===== src/pkg/mss_pkg.sv =====
// Constants, types and register map for the memory size configuration block.
// Assumes an 8-bit CPU data path with 16-bit byte addresses.
package mss_pkg;

	// Register byte addresses
	localparam logic [15:0] MEM_SIZE_ADDR = 16'hfff0;
	localparam logic [15:0] EXP_SIZE_ADDR = 16'hfff4;

	// Reset values
	localparam logic [7:0] MEM_SIZE_RST = 8'hcf;
	localparam logic [7:0] EXP_SIZE_RST = 8'h0c;

	// Writable bit masks; other bits hold zero
	localparam logic [7:0] MEM_SIZE_MASK = 8'hef;
	localparam logic [7:0] EXP_SIZE_MASK = 8'h1f;

	// Field positions
	localparam int RAM_FLD_LSB = 5;
	localparam int RAM_FLD_MSB = 7;
	localparam int ROM_FLD_LSB = 0;
	localparam int ROM_FLD_MSB = 3;
	localparam int EXP_FLD_LSB = 0;
	localparam int EXP_FLD_MSB = 4;

	// High-speed RAM field codes
	localparam logic [2:0] RAM_CODE_768 = 3'h0;
	localparam logic [2:0] RAM_CODE_1024 = 3'h6;

	// Code store field codes
	localparam logic [3:0] ROM_CODE_16K = 4'h4;
	localparam logic [3:0] ROM_CODE_24K = 4'h6;
	localparam logic [3:0] ROM_CODE_32K = 4'h8;
	localparam logic [3:0] ROM_CODE_48K = 4'hc;
	localparam logic [3:0] ROM_CODE_60K = 4'hf;

	// Expansion RAM field codes
	localparam logic [4:0] EXP_CODE_NONE = 5'h0c;
	localparam logic [4:0] EXP_CODE_1024 = 5'h0a;

	// Decoded capacities
	localparam logic [10:0] RAM_BYTES_768 = 11'h300;
	localparam logic [10:0] RAM_BYTES_1024 = 11'h400;
	localparam logic [10:0] EXP_BYTES_NONE = 11'h000;
	localparam logic [10:0] EXP_BYTES_1024 = 11'h400;
	localparam logic [5:0] ROM_KB_16 = 6'h10;
	localparam logic [5:0] ROM_KB_24 = 6'h18;
	localparam logic [5:0] ROM_KB_32 = 6'h20;
	localparam logic [5:0] ROM_KB_48 = 6'h30;
	localparam logic [5:0] ROM_KB_60 = 6'h3c;

	// Settling count of the strap synchroniser before capture
	localparam logic [1:0] STRAP_SETTLE = 2'h3;

	// Clock source identifiers
	typedef enum logic [1:0] {
		CLK_HS_OSC = 2'h0,
		CLK_CRYSTAL = 2'h1,
		CLK_EXT_MAIN = 2'h2,
		CLK_OTHER = 2'h3
	} mss_clk_src_t;

	// Programming channel identifiers
	typedef enum logic {
		CHAN_CLOCKED = 1'b0,
		CHAN_ASYNC = 1'b1
	} mss_chan_t;

endpackage


===== src/pkg/mss_reg_if.sv =====
// Carrier between the top and one byte register instance.
// Assumes the top drives write strobe and data on core_clk.
`timescale 1ns/10ps
interface mss_reg_if;
	logic wr_en;
	logic [7:0] wdata;
	logic [7:0] q;
	modport ctrl (output wr_en, output wdata, input q);
	modport regs (input wr_en, input wdata, output q);
endinterface


===== src/design/mss_top.sv =====
// Memory size configuration registers and programming-mode entry logic.
// Assumes a byte-wide CPU memory port on core_clk and a strap pin from
// outside the clock domain.
`timescale 1ns/10ps
module mss_top
	import mss_pkg::*;
(
	core_clk,
	rst_b,
	cpu_addr,
	cpu_wr_en,
	cpu_rd_en,
	cpu_byte_acc,
	cpu_wdata,
	cpu_rdata,
	cpu_rd_hit,
	program_mode_select_pin,
	prog_chan_sel,
	clk_src_sel,
	hs_ram_bytes,
	code_store_kb,
	expansion_bytes,
	size_code_bad,
	prog_mode,
	prog_clk_ok,
	clocked_serial_channel_en,
	async_serial_channel_en
);
	input wire logic core_clk;
	input wire logic rst_b;
	input wire logic [15:0] cpu_addr;
	input wire logic cpu_wr_en;
	input wire logic cpu_rd_en;
	input wire logic cpu_byte_acc;
	input wire logic [7:0] cpu_wdata;
	output logic [7:0] cpu_rdata;
	output logic cpu_rd_hit;
	input wire logic program_mode_select_pin;
	input wire mss_pkg::mss_chan_t prog_chan_sel;
	input wire mss_pkg::mss_clk_src_t clk_src_sel;
	output logic [10:0] hs_ram_bytes;
	output logic [5:0] code_store_kb;
	output logic [10:0] expansion_bytes;
	output logic [2:0] size_code_bad;
	output logic prog_mode;
	output logic prog_clk_ok;
	output logic clocked_serial_channel_en;
	output logic async_serial_channel_en;

	mss_reg_if mem_if ();
	mss_reg_if exp_if ();

	// Address decode
	wire sel_mem = (cpu_addr == MEM_SIZE_ADDR);
	wire sel_exp = (cpu_addr == EXP_SIZE_ADDR);
	wire hit = sel_mem | sel_exp;

	// Bit-manipulation writes are dropped: a read-modify-write of a
	// single bit could leave a prohibited size code for one cycle
	assign mem_if.wr_en = cpu_wr_en & cpu_byte_acc & sel_mem;
	assign mem_if.wdata = cpu_wdata;
	assign exp_if.wr_en = cpu_wr_en & cpu_byte_acc & sel_exp;
	assign exp_if.wdata = cpu_wdata;

	mss_byte_reg #(
		.RST_VAL(MEM_SIZE_RST),
		.WR_MASK(MEM_SIZE_MASK)
	) u_mem_size_select (
		.core_clk(core_clk),
		.rst_b(rst_b),
		.bus(mem_if)
	);

	mss_byte_reg #(
		.RST_VAL(EXP_SIZE_RST),
		.WR_MASK(EXP_SIZE_MASK)
	) u_expansion_ram_size_select (
		.core_clk(core_clk),
		.rst_b(rst_b),
		.bus(exp_if)
	);

	wire [7:0] memory_size_select = mem_if.q;
	wire [7:0] expansion_ram_size_select = exp_if.q;

	// Read mux; unmapped addresses return zero with no hit
	wire [7:0] rd_mux = sel_mem ? memory_size_select :
		(sel_exp ? expansion_ram_size_select : 8'h00);
	assign cpu_rdata = rd_mux;
	assign cpu_rd_hit = cpu_rd_en & hit;

	// Field extraction
	wire [2:0] ram_fld = memory_size_select[RAM_FLD_MSB:RAM_FLD_LSB];
	wire [3:0] rom_fld = memory_size_select[ROM_FLD_MSB:ROM_FLD_LSB];
	wire [4:0] exp_fld = expansion_ram_size_select[EXP_FLD_MSB:EXP_FLD_LSB];

	// Capacity decode; a prohibited code keeps the smallest capacity so
	// a bad write never exposes memory that may not exist
	logic [10:0] nxt_ram_bytes;
	logic [5:0] nxt_rom_kb;
	logic [10:0] nxt_exp_bytes;
	logic [2:0] nxt_bad;

	always_comb begin
		nxt_bad = 3'h0;
		case (ram_fld)
			RAM_CODE_768: nxt_ram_bytes = RAM_BYTES_768;
			RAM_CODE_1024: nxt_ram_bytes = RAM_BYTES_1024;
			default: begin
				nxt_ram_bytes = RAM_BYTES_768;
				nxt_bad[0] = 1'b1;
			end
		endcase
		case (rom_fld)
			ROM_CODE_16K: nxt_rom_kb = ROM_KB_16;
			ROM_CODE_24K: nxt_rom_kb = ROM_KB_24;
			ROM_CODE_32K: nxt_rom_kb = ROM_KB_32;
			ROM_CODE_48K: nxt_rom_kb = ROM_KB_48;
			ROM_CODE_60K: nxt_rom_kb = ROM_KB_60;
			default: begin
				nxt_rom_kb = ROM_KB_16;
				nxt_bad[1] = 1'b1;
			end
		endcase
		case (exp_fld)
			EXP_CODE_NONE: nxt_exp_bytes = EXP_BYTES_NONE;
			EXP_CODE_1024: nxt_exp_bytes = EXP_BYTES_1024;
			default: begin
				nxt_exp_bytes = EXP_BYTES_NONE;
				nxt_bad[2] = 1'b1;
			end
		endcase
	end

	logic [10:0] ram_bytes_ff;
	logic [5:0] rom_kb_ff;
	logic [10:0] exp_bytes_ff;
	logic [2:0] bad_ff;

	// Reset values match the decode of the register reset values
	always_ff @(posedge core_clk or negedge rst_b) begin
		if (!rst_b) begin
			ram_bytes_ff <= RAM_BYTES_1024;
			rom_kb_ff <= ROM_KB_60;
			exp_bytes_ff <= EXP_BYTES_NONE;
			bad_ff <= 3'h0;
		end else begin
			ram_bytes_ff <= nxt_ram_bytes;
			rom_kb_ff <= nxt_rom_kb;
			exp_bytes_ff <= nxt_exp_bytes;
			bad_ff <= nxt_bad;
		end
	end

	assign hs_ram_bytes = ram_bytes_ff;
	assign code_store_kb = rom_kb_ff;
	assign expansion_bytes = exp_bytes_ff;
	assign size_code_bad = bad_ff;

	// Strap synchroniser, three stages
	logic strap_s1_ff;
	logic strap_s2_ff;
	logic strap_s3_ff;

	always_ff @(posedge core_clk or negedge rst_b) begin
		if (!rst_b) begin
			strap_s1_ff <= 1'b0;
			strap_s2_ff <= 1'b0;
			strap_s3_ff <= 1'b0;
		end else begin
			strap_s1_ff <= program_mode_select_pin;
			strap_s2_ff <= strap_s1_ff;
			strap_s3_ff <= strap_s2_ff;
		end
	end

	// Strap is sampled once after release, when stages agree and the
	// chain has flushed its reset zeros
	logic [1:0] settle_ff;
	logic [1:0] nxt_settle;
	logic captured_ff;
	logic prog_mode_ff;

	wire settled = (settle_ff == STRAP_SETTLE);
	wire strap_agree = (strap_s2_ff == strap_s3_ff);
	wire do_capture = settled & strap_agree & ~captured_ff;
	assign nxt_settle = settled ? settle_ff : settle_ff + 2'h1;

	always_ff @(posedge core_clk or negedge rst_b) begin
		if (!rst_b) begin
			settle_ff <= 2'h0;
			captured_ff <= 1'b0;
			prog_mode_ff <= 1'b0;
		end else begin
			settle_ff <= nxt_settle;
			if (do_capture) begin
				captured_ff <= 1'b1;
				prog_mode_ff <= strap_s3_ff;
			end
		end
	end

	assign prog_mode = prog_mode_ff;

	// Clock source check per channel; the async channel cannot run
	// from any source outside the three allowed ones
	logic clk_ok;

	always_comb begin
		case (prog_chan_sel)
			CHAN_CLOCKED: clk_ok = (clk_src_sel == CLK_HS_OSC);
			CHAN_ASYNC: clk_ok = (clk_src_sel == CLK_HS_OSC) |
				(clk_src_sel == CLK_CRYSTAL) |
				(clk_src_sel == CLK_EXT_MAIN);
			default: clk_ok = 1'b0;
		endcase
	end

	assign prog_clk_ok = clk_ok;

	// Only one channel is opened, and only in programming mode
	wire chan_go = prog_mode_ff & clk_ok;
	assign clocked_serial_channel_en =
		chan_go & (prog_chan_sel == CHAN_CLOCKED);
	assign async_serial_channel_en =
		chan_go & (prog_chan_sel == CHAN_ASYNC);

endmodule


===== src/design/mss_byte_reg.sv =====
// One 8-bit configuration register with reset value and writable mask.
// Assumes the write strobe is already qualified for whole-byte access.
`timescale 1ns/10ps
module mss_byte_reg #(
	parameter logic [7:0] RST_VAL = 8'h00,
	parameter logic [7:0] WR_MASK = 8'hff
) (
	input wire logic core_clk,
	input wire logic rst_b,
	mss_reg_if.regs bus
);
	logic [7:0] val_ff;
	logic [7:0] nxt_val;

	// Masked bits stay zero, so reserved bits read back as zero
	assign nxt_val = bus.wr_en ? (bus.wdata & WR_MASK) : val_ff;
	assign bus.q = val_ff;

	always_ff @(posedge core_clk or negedge rst_b) begin
		if (!rst_b) begin
			val_ff <= RST_VAL;
		end else begin
			val_ff <= nxt_val;
		end
	end
endmodule


===== config.mk =====
export PLATFORM = sky130hd
export DESIGN_NAME = mss_top
export DESIGN_NICKNAME = d
export VERILOG_FILES = /design/src/pkg/mss_pkg.sv /design/src/pkg/mss_reg_if.sv /design/src/design/mss_top.sv /design/src/design/mss_byte_reg.sv
export SDC_FILE = /design/constraint.sdc
export NUM_CORES = 1
export LEC_CHECK = 0
export BUFFER_PORTS_ARGS = -buffer_cell sky130_fd_sc_hd__clkbuf_2
export CORE_MARGIN = 3
export CORE_UTILIZATION = 45
export CTS_CLUSTER_DIAMETER = 60
export CTS_CLUSTER_SIZE = 20
export DETAILED_ROUTE_END_ITERATION = 10
export PLACE_DENSITY = 0.79
export SYNTH_ARGS = -nofsm -noshare
export SYNTH_HDL_FRONTEND = slang
export SYNTH_SLANG_ARGS = --single-unit

===== constraint.sdc =====
create_clock -name core_clk -period 2.1 [get_ports core_clk]
set_clock_uncertainty 0.2 [all_clocks]
set_input_delay 0.525 -clock core_clk [delete_from_list [all_inputs] [get_ports core_clk]]
set_output_delay 0.525 -clock core_clk [all_outputs]
set_load 0.01 [all_outputs]

==> flow_summary.yaml <==
setup_path:
  critPathKind: "input port to output pin"
  worst-path-buf-inv: 3
  critPathLaunchType: "input port"
  worstPathCellList: "clkbuf_2 -> nand4b_4 -> nor4_4 -> buf_4 -> a22o_2 -> buf_6"
  crit_required_ns: 1.37
  crit_path_end_kind: "output pin"
  cp_slowest_cell: "nor4_4"
  arrival_ns: 1.57
  slowest_delay_ns: 0.33
  cp_max_fo: 5
  cp_top_family: "simple AND/OR/NAND/NOR gates"
status:
  violations: "negative setup slack"
  status: "finished with violations"
routing:
  wl_per_cell_um: 12.3
  via_count: 1049
  drtAntennaViolNets: 0
  drc_errors: 0
  viasPerCell: 4.62
  finalWirelength_um: 2800
  drt_iter0_markers: 24
  drt_pass1_iterations: 4
flow_run:
  maxCapViolations: 0
floorplan:
  die-width_um: 64.1
  start_util: 0.486
  io-pin-count: 77
  fp-row-count: 20
  fp.dieArea_um2: 4110
  die_y_um: 64.1
  coreArea_um2: 3130
placed_design:
  globalplace.congestion: 0.786
  port_buffers: 56
  dpl.hpwl_um: 2320
  dp.cells: 218
  dpl_cell_area_um2: 1790
  dp_slack_ns: -0.212
global_route:
  grt_pass1_wl_um: 4520
  grt_overflow: 0
  antenna_found_initial: 0
  grt_max_degree: 30
  grt_usage: 0.145
  first_global_vias: 1066
logic_synthesis:
  yosys.area.top_type: "dfrtp_1"
  synth_edf_count: 0
  synth_area_per_cell_um2: 13.1
  syn_inst: 116
  ys_seq_area_frac: 0.488
  async_reset_ff_frac: 1.00
  ys_ff_latch: 29
  ys_types: 33
  synth_ff_type: "dfrtp_1"
  synth_top_area_share: 0.264
  synth_area_leaders: "dfrtp_1 (26%), dfstp_2 (22%), buf_4 (10%)"
  synth-warning-count: 0
  synthesis.area_um2: 1520
clock_network:
  cts_tree: "done"
  cts_hold_buf: 0
  clk_pin_slew_ns: 0.09
  clk_path_buf_depth: 2
  insertion_delay_ns: 0.31
  numCtsBuffers: 5
  cts_root_buf: "clkbuf_4"
  htreeDepth: 2
  cts_sinks: 29
sta:
  hold_viol: 0
  timing.final.ws_setup_ns: -0.197
  setup_viol: 8
  period_needed_ns: 2.30
  finalCritPeriodShare: 1.09
  drv_slew: 0
  worst_pin_slew_ns: 0.663
  rsz0062_at_grt: "true"
  fmax_ghz: 0.435
  relSlewSlack: 0.558
finish:
  final_common_cell: "clkbuf_2"
  mostFrequentLayoutCells: "clkbuf_2 (48), conb_1 (20), dfrtp_1 (16), dfstp_2 (13)"
  nets: 216
  regArea_um2: 742
  fin_cells: 227
  drive_above_1_share: 0.579
  n_fill_cell: 261
  final_area_um2: 1930
  area_growth_pct: 27.3
  multi_input_area_um2: 676
  diodes: 0
power_and_ir_drop:
  p_per_area_nw_per_um2: 573
  leakage_nw: 0.982
  power.total_w: 0.00111
  ir_drop_v: 0.000296
hold_path:
  hold_path.class: "input port to async pin"
## kinds of logic (layout without fill, tap and decap cells)
logic type / after synthesis / in the layout / synth area share
other: 1 / 20 / 0.00247
buffers and inverters: 24 / 72 / 0.116
flip-flops: 29 / 29 / 0.488
multiplexers: 13 / 13 / 0.114
adder cells (fa/ha/maj): 1 / 1 / 0.00824
XOR/XNOR: 5 / 5 / 0.0288
AND/OR/NAND/NOR: 35 / 35 / 0.200
AO/OA/AOI/OAI: 8 / 8 / 0.0420
## cell usage after synthesis (3+ instances only)
library cell	instances
a22o_2	4
and2_2	3
and3_1	4
buf_4	21
dfrtp_1	16
dfstp_2	13
mux2_1	3
mux2_2	3
mux2_4	7
nand2_1	4
nand3b_1	3
nor2_1	3
xnor2_1	5
## cell type report
type	count	area share
clock buffer	7	0.0285
clock inverter	1	0.0155
inverter	2	0.00388
multi-input combinational	82	0.349
sequential	29	0.384
tap	44	0.0285
timing repair buffer	62	0.191
## worst reg2reg max path, cell delays in order (launching register included)
cell,delay (ns)
dfstp_2,0.57
xnor2_1,0.07
or4b_2,0.61
## flip-flops by register name (all words and copies together), names as in the netlist
register and flops:
captured_ff 1, code_store_kb 4, expansion_bytes 1, hs_ram_bytes 2, prog_mode 1, settle_ff 2
size_code_bad 3, strap_s1_ff 1, strap_s2_ff 1, strap_s3_ff 1, u_expansion_ram_size_select.bus.q 5, u_mem_size_select.bus.q 7
## per-stage QoR
stage          hold slack [ns]   util  setup TNS, ns
2_1_floorplan           0.0294      -              0
3_3_place_gp             0.138  0.574          -1.92
3_5_place_dp             0.137  0.574          -2.80
4_1_cts                 0.0426  0.604          -1.58
5_1_grt                 0.0647  0.618          -1.91
6_report                0.0283  0.618          -1.38
## per-layer routing
metal | GRT usage | wire (µm)
met1 | 0.160 | 1090
met3 | 0.0475 | 258
met5 | 0 | 0
met2 | 0.248 | 1400
met4 | 0.0712 | 51
## where the power goes
| part | leakage [nW] | internal [W] | switching [W] |
|---|---|---|---|
| combinational | 0.617 | 0.0000310 | 0.0000508 |
| sequential | 0.319 | 0.000562 | 0.00000229 |
| clock | 0.0455 | 0.000284 | 0.000177 |
| total | 0.982 | 0.000878 | 0.000230 |
## repair_timing
action	4_1_cts	5_1_grt
gates resized for setup	3	15
pin swaps	2	0
endpoints found under the setup margin	8	9
setup buffers	1	0
## final timing paths
check	slack, ns	endpoint	start	depth (start not counted)
max	-0.20	cpu_rdata[1]	cpu_addr[3]	6
min	0.03	size_code_bad[2]	rst_b	1
max reg2reg	0.52	size_code_bad[2]	u_expansion_ram_size_select.bus.q[2]	2
min reg2reg	0.16	strap_s2_ff	strap_s1_ff	0
max in group asynchronous	1.24	settle_ff[0]	rst_b	1
min in group core_clk	0.12	strap_s1_ff	program_mode_select_pin	1
Note: power is estimated with default switching activity, not from simulation.
